### src/verilog/sspc_defs.svh
// Register offsets, field positions, reset values and divider figures of the serial port
`ifndef SSPC_DEFS_SVH
`define SSPC_DEFS_SVH
`define SSPC_ADDR_BUF      8'h13
`define SSPC_ADDR_CTRL     8'h14
`define SSPC_ADDR_STAT     8'h94
`define SSPC_ADDR_IRQ_STAT 8'h20
`define SSPC_ADDR_IRQ_MASK 8'h21
`define SSPC_CTRL_OVF      6
`define SSPC_CTRL_EN       5
`define SSPC_CTRL_CKP      4
`define SSPC_STAT_BF       0
`define SSPC_EV_DONE       0
`define SSPC_EV_OVF        1
`define SSPC_EV_START      2
`define SSPC_EV_STOP       3
`define SSPC_CTRL_RESET    8'h00
`define SSPC_IRQ_RESET     4'h0
`define SSPC_DIV_FAST      7'h04
`define SSPC_DIV_MID       7'h10
`define SSPC_DIV_SLOW      7'h40
`define SSPC_BITS_LAST     4'h7
`define SSPC_BITS_ACK      4'h8
`endif

### src/verilog/sspc_pkg.sv
// Types shared by the serial port control logic
package sspc_pkg;
  typedef enum logic [3:0] {
    SSPC_M_SPI_DIV4  = 4'h0,
    SSPC_M_SPI_DIV16 = 4'h1,
    SSPC_M_SPI_DIV64 = 4'h2,
    SSPC_M_SPI_TMR   = 4'h3,
    SSPC_M_SPI_SS    = 4'h4,
    SSPC_M_SPI_NOSS  = 4'h5,
    SSPC_M_I2C_7     = 4'h6,
    SSPC_M_I2C_10    = 4'h7,
    SSPC_M_RSV8      = 4'h8,
    SSPC_M_RSV9      = 4'h9,
    SSPC_M_RSVA      = 4'ha,
    SSPC_M_I2C_FWM   = 4'hb,
    SSPC_M_RSVC      = 4'hc,
    SSPC_M_RSVD      = 4'hd,
    SSPC_M_I2C_7SP   = 4'he,
    SSPC_M_I2C_10SP  = 4'hf
  } sspc_mode_t;

  typedef enum logic [1:0] {
    SSPC_ST_IDLE  = 2'b00,
    SSPC_ST_LEAD  = 2'b01,
    SSPC_ST_TRAIL = 2'b11
  } sspc_state_t;

  typedef struct packed {
    logic clk;
    logic dat;
    logic sel_n;
  } sspc_pin_in_t;

  typedef struct packed {
    logic clk_o;
    logic clk_oe;
    logic dat_o;
    logic dat_oe;
    logic sdo_o;
    logic sdo_oe;
  } sspc_pin_out_t;
endpackage

### src/verilog/sspc_top.sv
// Synchronous serial port: control register, SPI engine, I2C slave receive path
// Operation
// - SPI slave new byte while buffer full sets overflow
// - SPI overflow only raised as slave
// - SPI master never raises overflow
// - I2C byte into full buffer sets overflow
// - SPI enable hands clock and data pins over
// - I2C enable uses pins; disable frees pins
// - Mode and enable set pin directions, not software
// - SPI launch edge chosen by clock polarity
// - I2C slave polarity zero holds clock low
// - Modes 0-2: master, oscillator/4, /16, /64
// - Mode 3: master, timer output halved
// - Mode 4: slave with select pin control
// - Mode 5: slave, select pin ignored
// - Modes 6,7: I2C slave 7/10-bit address
// - Mode 11: firmware controlled I2C master
// - Buffer full set on load, cleared empty
`timescale 1ns/1ps
`include "sspc_defs.svh"
module sspc_top (
  // Clock and reset
  input  wire logic                   clk,
  input  wire logic                   reset_n,
  // Register port
  input  wire logic [7:0]             reg_addr,
  input  wire logic [7:0]             reg_wdata,
  input  wire logic                   reg_wr,
  input  wire logic                   reg_rd,
  output logic [7:0]                  reg_rdata,
  // Second timer output pulse
  input  wire logic                   timer_tick,
  // Serial pins
  input  wire sspc_pkg::sspc_pin_in_t pin_in,
  output sspc_pkg::sspc_pin_out_t     pin_out,
  output logic                        serial_pins_active,
  // Interrupt
  output logic                        irq
);

////////////////////////////////////////////////////////////////////////////////
  // Pin synchronisers
  logic [2:0]            raw_pins;
  logic [2:0]            sync1_q;
  logic [2:0]            sync2_q;
  logic [2:0]            prev_q;

  assign raw_pins = {pin_in.clk, pin_in.dat, pin_in.sel_n};

  genvar gi;
  generate
    for (gi = 0; gi < 3; gi++) begin : g_sync
      always_ff @(posedge clk or negedge reset_n) begin
        if (!reset_n) begin
          sync1_q[gi] <= 1'b0;
          sync2_q[gi] <= 1'b0;
          prev_q[gi]  <= 1'b0;
        end else begin
          sync1_q[gi] <= raw_pins[gi];
          sync2_q[gi] <= sync1_q[gi];
          prev_q[gi]  <= sync2_q[gi];
        end
      end
    end
  endgenerate

  wire sck_s  = sync2_q[2];
  wire sck_p  = prev_q[2];
  wire dat_s  = sync2_q[1];
  wire dat_p  = prev_q[1];
  wire sel_s  = sync2_q[0];

////////////////////////////////////////////////////////////////////////////////
  // Registers and mode decode
  logic [7:0]            ctrl_q;
  logic [7:0]            buf_q;
  logic                  bf_q;
  logic [3:0]            irq_stat_q;
  logic [3:0]            irq_mask_q;
  logic [7:0]            rdata_q;
  sspc_pkg::sspc_mode_t  mode;

  assign mode = sspc_pkg::sspc_mode_t'(ctrl_q[3:0]);
  wire en      = ctrl_q[`SSPC_CTRL_EN];
  wire clock_polarity_select     = ctrl_q[`SSPC_CTRL_CKP];
  wire is_mstr = en && (mode == sspc_pkg::SSPC_M_SPI_DIV4 || mode == sspc_pkg::SSPC_M_SPI_DIV16 ||
                        mode == sspc_pkg::SSPC_M_SPI_DIV64 || mode == sspc_pkg::SSPC_M_SPI_TMR);
  wire is_sslv = en && (mode == sspc_pkg::SSPC_M_SPI_SS || mode == sspc_pkg::SSPC_M_SPI_NOSS);
  wire i2c_slv = en && (mode == sspc_pkg::SSPC_M_I2C_7 || mode == sspc_pkg::SSPC_M_I2C_10 ||
                        mode == sspc_pkg::SSPC_M_I2C_7SP || mode == sspc_pkg::SSPC_M_I2C_10SP);
  wire i2c_sp  = en && (mode == sspc_pkg::SSPC_M_I2C_FWM || mode == sspc_pkg::SSPC_M_I2C_7SP ||
                        mode == sspc_pkg::SSPC_M_I2C_10SP);
  wire is_i2c  = i2c_slv || i2c_sp;
  wire ss_ctl  = mode == sspc_pkg::SSPC_M_SPI_SS;
  wire slv_act = is_sslv && !(ss_ctl && sel_s);

  // Reserved codes fall through every decode above
  assign serial_pins_active = is_mstr || is_sslv || is_i2c;

  wire wr_buf  = reg_wr && reg_addr == `SSPC_ADDR_BUF;
  wire wr_ctrl = reg_wr && reg_addr == `SSPC_ADDR_CTRL;
  wire wr_ist  = reg_wr && reg_addr == `SSPC_ADDR_IRQ_STAT;
  wire wr_imsk = reg_wr && reg_addr == `SSPC_ADDR_IRQ_MASK;
  wire rd_buf  = reg_rd && reg_addr == `SSPC_ADDR_BUF;

////////////////////////////////////////////////////////////////////////////////
  // Master clock divider
  logic [5:0]            div_q;
  sspc_pkg::sspc_state_t st_q;
  logic [6:0]            div_sel;

  assign div_sel = (mode == sspc_pkg::SSPC_M_SPI_DIV4)  ? `SSPC_DIV_FAST :
                   (mode == sspc_pkg::SSPC_M_SPI_DIV16) ? `SSPC_DIV_MID  : `SSPC_DIV_SLOW;
  wire [5:0] half_last = div_sel[6:1] - 6'h01;
  wire       div_hit   = div_q == half_last;
  wire       half_tick = (mode == sspc_pkg::SSPC_M_SPI_TMR) ? timer_tick : div_hit;
  wire       m_start   = is_mstr && wr_buf && st_q == sspc_pkg::SSPC_ST_IDLE;

  always_ff @(posedge clk or negedge reset_n) begin
    if (!reset_n) begin
      div_q <= 6'h00;
    end else if (m_start || div_hit || st_q == sspc_pkg::SSPC_ST_IDLE) begin
      div_q <= 6'h00;
    end else begin
      div_q <= div_q + 6'h01;
    end
  end

////////////////////////////////////////////////////////////////////////////////
  // Shift engine
  logic [7:0]            sr_q;
  logic [3:0]            cnt_q;
  logic                  sck_q;
  logic                  sdo_q;
  logic                  i2c_busy_q;
  logic                  ack_pend_q;
  logic                  ack_drv_q;

  wire m_lead   = is_mstr && st_q == sspc_pkg::SSPC_ST_LEAD && half_tick;
  wire m_trail  = is_mstr && st_q == sspc_pkg::SSPC_ST_TRAIL && half_tick;
  wire sck_chg  = sck_s ^ sck_p;
  wire s_lead   = slv_act && sck_chg && (sck_s != clock_polarity_select);
  wire s_trail  = slv_act && sck_chg && (sck_s == clock_polarity_select);
  wire scl_rise = sck_chg && sck_s;
  wire scl_fall = sck_chg && !sck_s;
  wire i2c_strt = is_i2c && sck_s && sck_p && dat_p && !dat_s;
  wire i2c_stop = is_i2c && sck_s && sck_p && !dat_p && dat_s;
  wire i2c_bit  = i2c_slv && i2c_busy_q && scl_rise && cnt_q != `SSPC_BITS_ACK;
  wire i2c_ackc = i2c_slv && i2c_busy_q && scl_rise && cnt_q == `SSPC_BITS_ACK;
  wire shift_in = m_trail || s_trail || i2c_bit;
  wire launch   = m_lead || s_lead;
  wire byte_done = shift_in && cnt_q == `SSPC_BITS_LAST;
  wire [7:0] new_byte = {sr_q[6:0], dat_s};
  wire ovf_set  = byte_done && bf_q && !is_mstr;
  wire load_buf = byte_done && !ovf_set;
  wire ss_reset = is_sslv && ss_ctl && sel_s;
  wire idle_eng = !serial_pins_active || ss_reset;

  always_ff @(posedge clk or negedge reset_n) begin
    if (!reset_n) begin
      st_q <= sspc_pkg::SSPC_ST_IDLE;
      sck_q <= 1'b0;
    end else if (!is_mstr) begin
      st_q <= sspc_pkg::SSPC_ST_IDLE;
      sck_q <= clock_polarity_select;
    end else begin
      unique case (st_q)
        sspc_pkg::SSPC_ST_IDLE: begin
          sck_q <= clock_polarity_select;
          if (m_start) begin
            st_q <= sspc_pkg::SSPC_ST_LEAD;
          end
        end
        sspc_pkg::SSPC_ST_LEAD: begin
          if (half_tick) begin
            sck_q <= ~clock_polarity_select;
            st_q <= sspc_pkg::SSPC_ST_TRAIL;
          end
        end
        sspc_pkg::SSPC_ST_TRAIL: begin
          if (half_tick) begin
            sck_q <= clock_polarity_select;
            st_q <= (cnt_q == `SSPC_BITS_LAST) ? sspc_pkg::SSPC_ST_IDLE : sspc_pkg::SSPC_ST_LEAD;
          end
        end
        default: begin
          st_q <= sspc_pkg::SSPC_ST_IDLE;
        end
      endcase
    end
  end

  always_ff @(posedge clk or negedge reset_n) begin
    if (!reset_n) begin
      sr_q <= 8'h00;
      sdo_q <= 1'b0;
    end else if (wr_buf) begin
      sr_q <= reg_wdata;
      sdo_q <= reg_wdata[7];
    end else begin
      if (shift_in) begin
        sr_q <= new_byte;
      end
      if (launch) begin
        sdo_q <= sr_q[7];
      end
    end
  end

  always_ff @(posedge clk or negedge reset_n) begin
    if (!reset_n) begin
      cnt_q <= 4'h0;
    end else if (idle_eng || m_start || i2c_strt || i2c_ackc) begin
      cnt_q <= 4'h0;
    end else if (shift_in) begin
      cnt_q <= (byte_done && !i2c_slv) ? 4'h0 : cnt_q + 4'h1;
    end
  end

  // I2C frame tracking and acknowledge drive
  always_ff @(posedge clk or negedge reset_n) begin
    if (!reset_n) begin
      i2c_busy_q <= 1'b0;
      ack_pend_q <= 1'b0;
      ack_drv_q <= 1'b0;
    end else if (!i2c_slv || i2c_stop) begin
      i2c_busy_q <= 1'b0;
      ack_pend_q <= 1'b0;
      ack_drv_q <= 1'b0;
    end else begin
      if (i2c_strt) begin
        i2c_busy_q <= 1'b1;
      end
      if (byte_done) begin
        ack_pend_q <= load_buf;
      end else if (scl_fall && ack_pend_q) begin
        ack_pend_q <= 1'b0;
        ack_drv_q <= 1'b1;
      end else if (scl_fall) begin
        ack_drv_q <= 1'b0;
      end
    end
  end

////////////////////////////////////////////////////////////////////////////////
  // Register file
  wire [3:0] events = {i2c_stop && i2c_sp, i2c_strt && i2c_sp, ovf_set, byte_done};

  always_ff @(posedge clk or negedge reset_n) begin
    if (!reset_n) begin
      ctrl_q <= `SSPC_CTRL_RESET;
    end else begin
      if (wr_ctrl) begin
        ctrl_q[5:0] <= reg_wdata[5:0];
      end
      ctrl_q[7] <= 1'b0;
      ctrl_q[`SSPC_CTRL_OVF] <= ovf_set || (wr_ctrl ? reg_wdata[`SSPC_CTRL_OVF] : ctrl_q[`SSPC_CTRL_OVF]);
    end
  end

  always_ff @(posedge clk or negedge reset_n) begin
    if (!reset_n) begin
      buf_q <= 8'h00;
      bf_q <= 1'b0;
    end else begin
      if (load_buf) begin
        buf_q <= new_byte;
      end
      bf_q <= load_buf || (bf_q && !rd_buf);
    end
  end

  always_ff @(posedge clk or negedge reset_n) begin
    if (!reset_n) begin
      irq_stat_q <= `SSPC_IRQ_RESET;
      irq_mask_q <= `SSPC_IRQ_RESET;
    end else begin
      irq_stat_q <= events | (irq_stat_q & ~(wr_ist ? reg_wdata[3:0] : 4'h0));
      if (wr_imsk) begin
        irq_mask_q <= reg_wdata[3:0];
      end
    end
  end

  wire [7:0] rd_mux = (reg_addr == `SSPC_ADDR_BUF)      ? buf_q :
                      (reg_addr == `SSPC_ADDR_CTRL)     ? ctrl_q :
                      (reg_addr == `SSPC_ADDR_STAT)     ? {7'h00, bf_q} :
                      (reg_addr == `SSPC_ADDR_IRQ_STAT) ? {4'h0, irq_stat_q} :
                      (reg_addr == `SSPC_ADDR_IRQ_MASK) ? {4'h0, irq_mask_q} : 8'h00;

  always_ff @(posedge clk or negedge reset_n) begin
    if (!reset_n) begin
      rdata_q <= 8'h00;
    end else begin
      rdata_q <= reg_rd ? rd_mux : 8'h00;
    end
  end

  assign reg_rdata = rdata_q;
  assign irq = |(irq_stat_q & irq_mask_q);

////////////////////////////////////////////////////////////////////////////////
  // Pin drive
  wire stretch = i2c_slv && !clock_polarity_select;
  assign pin_out.clk_o  = is_mstr ? sck_q : 1'b0;
  assign pin_out.clk_oe = is_mstr || stretch;
  assign pin_out.dat_o  = 1'b0;
  assign pin_out.dat_oe = i2c_slv && ack_drv_q;
  assign pin_out.sdo_o  = sdo_q;
  assign pin_out.sdo_oe = is_mstr || slv_act;

////////////////////////////////////////////////////////////////////////////////
  // Checks
  ovf_master_a: assert property (@(posedge clk) disable iff (!reset_n) is_mstr |-> !ovf_set)
    else $error("overflow raised as master");
  ovf_slave_a: assert property (@(posedge clk) disable iff (!reset_n) ovf_set |-> (is_sslv || i2c_slv))
    else $error("overflow raised outside slave modes");
  ovf_keep_a: assert property (@(posedge clk) disable iff (!reset_n)
    (byte_done && bf_q && is_sslv) |=> ctrl_q[`SSPC_CTRL_OVF] && buf_q == $past(buf_q))
    else $error("overflow did not discard new byte");
  buf_load_a: assert property (@(posedge clk) disable iff (!reset_n)
    load_buf |=> bf_q && buf_q == $past(new_byte))
    else $error("buffer not loaded with received byte");
  pins_free_a: assert property (@(posedge clk) disable iff (!reset_n)
    !serial_pins_active |-> !(pin_out.clk_oe || pin_out.dat_oe || pin_out.sdo_oe))
    else $error("pin driven while port disabled");
  clk_hold_a: assert property (@(posedge clk) disable iff (!reset_n)
    stretch |-> pin_out.clk_oe && !pin_out.clk_o)
    else $error("clock not held low");
  lead_edge_a: assert property (@(posedge clk) disable iff (!reset_n)
    (m_lead && $stable(clock_polarity_select) && !wr_buf && !wr_ctrl) |=> sck_q != clock_polarity_select ##0 sdo_q == $past(sr_q[7]))
    else $error("leading edge wrong");
  div_four_a: assert property (@(posedge clk) disable iff (!reset_n)
    (m_lead && mode == sspc_pkg::SSPC_M_SPI_DIV4) ##1 is_mstr[*2] |-> half_tick)
    else $error("fast divider half period wrong");
  ss_idle_a: assert property (@(posedge clk) disable iff (!reset_n)
    ss_reset |=> cnt_q == 4'h0)
    else $error("select high did not reset slave");
  irq_level_a: assert property (@(posedge clk) disable iff (!reset_n)
    ((|(events & irq_mask_q)) && !wr_imsk) |=> irq)
    else $error("interrupt missing");
  master_byte_c: cover property (@(posedge clk) disable iff (!reset_n) m_trail && byte_done);
  slave_ovf_c: cover property (@(posedge clk) disable iff (!reset_n) ovf_set && is_sslv);
  i2c_ack_c: cover property (@(posedge clk) disable iff (!reset_n) ack_drv_q ##1 !ack_drv_q);
endmodule

### config.mk
export PLATFORM = sky130hd
export DESIGN_NAME = sspc_top
export DESIGN_NICKNAME = d
export VERILOG_FILES = /design/src/verilog/sspc_pkg.sv /design/src/verilog/sspc_top.sv
export VERILOG_INCLUDE_DIRS = /design/src /design/src/verilog
export SDC_FILE = /design/constraint.sdc
export NUM_CORES = 1
export LEC_CHECK = 0
export ABC_AREA = 0
export BUFFER_PORTS_ARGS = -buffer_cell sky130_fd_sc_hd__buf_4
export CORE_ASPECT_RATIO = 1.75
export CORE_MARGIN = 10
export CORE_UTILIZATION = 28
export CTS_CLUSTER_SIZE = 28
export DETAILED_ROUTE_END_ITERATION = 12
export GPL_TIMING_DRIVEN = 0
export SKIP_CTS_REPAIR_TIMING = 1
export SYNTH_ARGS = -nofsm -noshare
export SYNTH_HDL_FRONTEND = slang
export SYNTH_SLANG_ARGS = --single-unit
### constraint.sdc
create_clock -name clk -period 4.47 [get_ports clk]
set_input_delay 0.447 -clock clk [delete_from_list [all_inputs] [get_ports clk]]
set_output_delay 0.447 -clock clk [all_outputs]
set_load 0.1 [all_outputs]
==> Yosys cells after proc, flatten, opt, wreduce, memory -nomap -nowiden <==
Index checks and enable logic that the tools add are counted.
{ "totals": {"reg_bits": 65, "wordCells": 193} }
{ "classes": {"n_addsub": 3, "n_eq_ne": 28, "n_mux": 39, "bitwise": 6, "n_reduce_logical": 93} }
{ "ops": {"columns": ["cell", "n"], "rows": [
  ["1-bit logical AND", 45],
  ["8-bit two-way mux", 4],
  ["4-bit two-way mux", 7],
  ["1-bit logical OR", 26],
  ["7-bit two-way mux", 3],
  ["4-bit by 3-bit equality test with 1-bit output (second input constant)", 5],
  ["1-bit two-way mux", 18],
  ["4-bit equality test (second input constant)", 4],
  ["8-bit by 5-bit equality test with 1-bit output (second input constant)", 2],
  ["8-bit by 6-bit equality test with 1-bit output (second input constant)", 2],
  ["1-bit logical NOT", 10],
  ["3-bit inequality test (second input constant)", 3],
  ["4-bit bitwise AND", 2],
  ["4-bit by 2-bit equality test with 1-bit output (second input constant)", 2],
  ["8-bit equality test (second input constant)", 1],
  ["2-bit two-way mux", 4],
  ["2-bit nonzero test", 4],
  ["6-bit by 1-bit adder with 6-bit output (second input constant)", 1],
  ["6-bit equality test", 1],
  ["6-bit two-way mux", 1],
  ["2-bit case mux with 3 select lines", 1],
  ["3-bit AND reduction", 2],
  ["3-bit nonzero test", 2],
  ["6-bit by 1-bit subtractor with 6-bit output (second input constant)", 1],
  ["18 further kinds", 18]
]} }

==> Longest topological paths before layout <==
{ "depth": {"word_depth": 16, "depth_mapped": 8, "depth_no_buf": 7} }

==> Worst setup path before layout <==
No wires, ideal clock.
{ "synth_timing": {"path_kind": "register to register", "from": "register ctrl_q[2]", "to": "register cnt_q[3]", "arrival_time_ps": 3805, "required_ps": 4387, "path_slack_ps": 582, "stages_incl_launch_ff": 7, "path_buffers": 1, "path_cell_list": "dfrtp_1 > buf_2 > o21ai_0 > a21boi_0 > nor4b_1 > nand3_1 > o22ai_1"} }
{ "synth_lines": {"columns": ["item", "line_no", "rtl"], "rows": [
  ["start, declared", "sspc_top.sv:75", "logic [7:0] ctrl_q;"],
  ["start signal, assigned", "sspc_top.sv:251", "ctrl_q <= `SSPC_CTRL_RESET;"],
  ["start signal, assigned", "sspc_top.sv:254", "ctrl_q[5:0] <= reg_wdata[5:0];"],
  ["start signal, assigned by index", "sspc_top.sv:257", "ctrl_q[`SSPC_CTRL_OVF] <= ovf_set || (wr_ctrl ? reg_wdata[`SSPC_CTRL_OVF] : ctrl_q[`SSPC_CTRL_OVF]);"],
  ["4-bit by 1-bit equality test with 1-bit output, or another cell as far along", "sspc_top.sv:86", "wire is_mstr = en && (mode == sspc_pkg::SSPC_M_SPI_DIV4 || mode == sspc_pkg::SSPC_M_SPI_DIV16 ||"],
  ["1-bit logical OR, on equally long branches (2 in series)", "sspc_top.sv:86, sspc_top.sv:89", null],
  ["1-bit logical OR, on equally long branches", "sspc_top.sv:87, sspc_top.sv:90", null],
  ["1-bit logical AND, on equally long branches", "sspc_top.sv:86, sspc_top.sv:89", null],
  ["1-bit logical OR, on equally long branches", "sspc_top.sv:98, sspc_top.sv:93", null],
  ["1-bit logical OR (*)", "sspc_top.sv:98", "assign serial_pins_active = is_mstr || is_sslv || is_i2c;"],
  ["named net serial_pins_active", "sspc_top.sv:36", "output logic serial_pins_active,"],
  ["1-bit logical NOT (*)", "sspc_top.sv:157", "wire idle_eng = !serial_pins_active || ss_reset;"],
  ["1-bit logical OR (*)", "sspc_top.sv:157", null],
  ["1-bit logical OR (*) (3 in series)", "sspc_top.sv:213", "end else if (idle_eng || m_start || i2c_strt || i2c_ackc) begin"],
  ["4-bit two-way mux / 2-bit nonzero test (equally long branches)", null, null],
  ["end signal, assigned", "sspc_top.sv:216", "cnt_q <= (byte_done && !i2c_slv) ? 4'h0 : cnt_q + 4'h1;"],
  ["end, declared", "sspc_top.sv:132", "logic [3:0] cnt_q;"]
]} }
The timed path passes the listed nets; every way through them passes the cells marked *. The select of a mux whose other input is x is not followed.
A chain may end at the register's enable or synchronous reset.

==> results.cfg <==
[synth]
synthArstFlopShare = 1.00
syn_nets = 350
synth_top_area_share = 0.489
synth_most_common_cell = dfrtp_1
ys_seq_elements = 65
synth_area_leaders = dfrtp_1, mux2_2, nand2_1
yosysTopAreaCell = dfrtp_1
ys_seq_area_frac = 0.489
syn_inst = 321
synth_edf_count = 0
synth_flop_cell = dfrtp_1
yosys-top-cells-count = dfrtp_1, nand2_1, mux2_2, nor2_1, nand3_1
avgSynthCellArea_um2 = 10.4
netlist_area_um2 = 3330
yosys_warnings = 0
synthDistinctLibCells = 58

[timing]
slew_violations = 0
hold_viol = 0
setup_tns_ns = 0
fin_crit_sh = 0.597
rsz0062_at_grt = false
setup_ws_ns = 1.80
period_needed_ns = 2.67
fmax_mhz = 375
tightestPinTransition_ns = 0.927
setup_viol = 0
max_slew_margin = 0.373
skew_ns = 0.00503

[worst_setup_path]
cp-startpoint = ctrl_q[2]
path_max_fanout = 10
crit_type = flip-flop to primary output
end_kind = primary output
slowest_delay_ns = 0.47
slowest_stage = or3b_2
start_kind = flip-flop
crit_chain = buf_2, or3b_2, clkbuf_1, o21ai_0, buf_4
crit_required_ns = 4.02
r2r-start = ctrl_q[0]
arrival_ns = 2.22

[pwr]
internal_power_w = 0.00115
totalPowerFinal_w = 0.00149
leakage_nw = 1.78
powerDensity_nw_per_um2 = 362
p_sw_w = 0.000333
swShare = 0.224
seqPwrFrac = 0.413
combPwrFrac = 0.063
vdd.ir_drop.worst_mv = 0.167
clkPwrFrac = 0.523

[finish]
area_growth_pct = 23.3
layoutNonFillerInstCount = 509
drive_gt1_frac = 0.235
antenna_cells = 0
fin_nets = 398

[floorplan]
fp-row-count = 52
die_x_um = 102
die_area_um2 = 16800
die_h_um = 164
ioPinCount = 40
core_um2 = 11600
initial_core_util = 0.287

[routing]
drcViolationCount = 0
ant_nets = 0
vias_per_cell = 5.39
vias = 2742
drtIter0Drc = 163
first_pass_iters = 6
wire_per_inst_um = 18.1
wirelength_um = 9200

[placed_design]
portBuffers = 37
dp_cells = 493
dpl.hpwl_um = 6860
place_ws_ns = 1.92
routabilityCongestion = 0.862

[clocking]
clock-sinks = 65
clock_latency_ns = 0.34
clockBufferDepth = 2
cts_max_level = 3
cts_tree = built
cts_buffers = 9
root_buffer = clkbuf_16
clk_pin_slew_ns = 0.05

[grt]
grt_pass1_wl_um = 14900
grt_max_degree = 66
grt_pass1_vias = 2914
grt_util_all_layers = 0.115
overflow = 0
antenna_found_initial = 0

[status]
outcome = completed

[worst_hold_path]
hold_path_class = input port to asynchronous set/reset pin

[flow_run]
maxCapViolCount = 0
## cells in the final DEF, fill, tap and decap left out, drive strengths merged, types with 3 or more instances in the layout
cell type and instances:
nor4b 4, a22oi 11, clkbuf 18, nor3b 5, a21oi 5, nor3 4
o21ai 12, and3 4, mux2i 4, nand2 32, o2111ai 7, a21boi 4
o211ai 12, xnor2 3, ha 5, or3 3, mux2 20, nor2b 7
nand3b 4, xor2 3, o22ai 3, buf 47, and2 4, nand3 16
inv 11, a31oi 3, nor2 21, dfrtp 65
## flip-flops by register name, indices dropped and copies added (netlist names), 2 cells and up
| register | cells |
|---|---|
| irq_mask_q | 4 |
| sync1_q | 3 |
| irq_stat_q | 4 |
| cnt_q | 4 |
| sr_q | 8 |
| reg_rdata | 8 |
| buf_q | 8 |
| st_q | 2 |
| div_q | 6 |
| ctrl_q | 7 |
## critical path: cells and delay by family (launching register included)
kind | cells | cell delay, ns
simple gates | 1 | 0.47
flops | 1 | 0.42
buf+inv | 3 | 0.80
compound gates | 1 | 0.19
## per-stage QoR
step	area, µm²	utilization	hold slack, ns
global placement	3770	0.326	0.334
CTS	4110	0.354	0.205
global route	4110	0.354	0.207
finish	4110	0.354	0.190
detailed placement	3770	0.326	0.335
floorplan	3330	-	0.151
## logic make-up after synthesis
kind of cell	synth area share
compound gates	0.157
xor+xnor	0.0158
fa+ha+maj	0.0188
buf+inv	0.0383
flops	0.489
mux	0.0797
other cells	0.00113
simple gates	0.200
## worst paths after layout
kind	cells past startpoint	slack [ns]	end
max reg2reg	6	1.96	buf_q[2]
min	1	0.19	div_q[5]
min reg2reg	0	0.35	dat_s
max	5	1.80	pin_out[4]
max in group asynchronous	1	3.71	ctrl_q[4]
min in group clk	1	0.21	sync1_q[0]
## final cells by class
type	count	area [µm²]
flip-flops and latches	65	1630
well taps	135	169
fillers	1199	7480
repair buffers	37	278
plain buffers	17	86.3
multi-input cells	228	1570
clock buffers	11	253
clock inverters	5	77.6
inverters	11	41.3
## per-layer routing
metal | part of all wire | routed length [µm] | vias to the layer above | global-route usage
met5 | 0 | 0 | - | 0
met2 | 0.54 | 5010 | 68 | 0.206
li1 | - | - | 1278 | -
met4 | 0.036 | 335 | 0 | 0.0702
met1 | 0.37 | 3410 | 1377 | 0.115
met3 | 0.049 | 453 | 19 | 0.0316
## power by group through the flow
stage | Combinational, W | Clock, W | Sequential, W
2_1_floorplan | 0.0000505 | 0 | 0.000619
3_5_place_dp | 0.0000960 | 0 | 0.000624
6_report | 0.0000942 | 0.000778 | 0.000614
4_1_cts | 0.0000964 | 0.000792 | 0.000614
3_3_place_gp | 0.0000948 | 0 | 0.000624
5_1_grt | 0.000104 | 0.000812 | 0.000616
No activity file was read; power rests on OpenSTA's default activity.
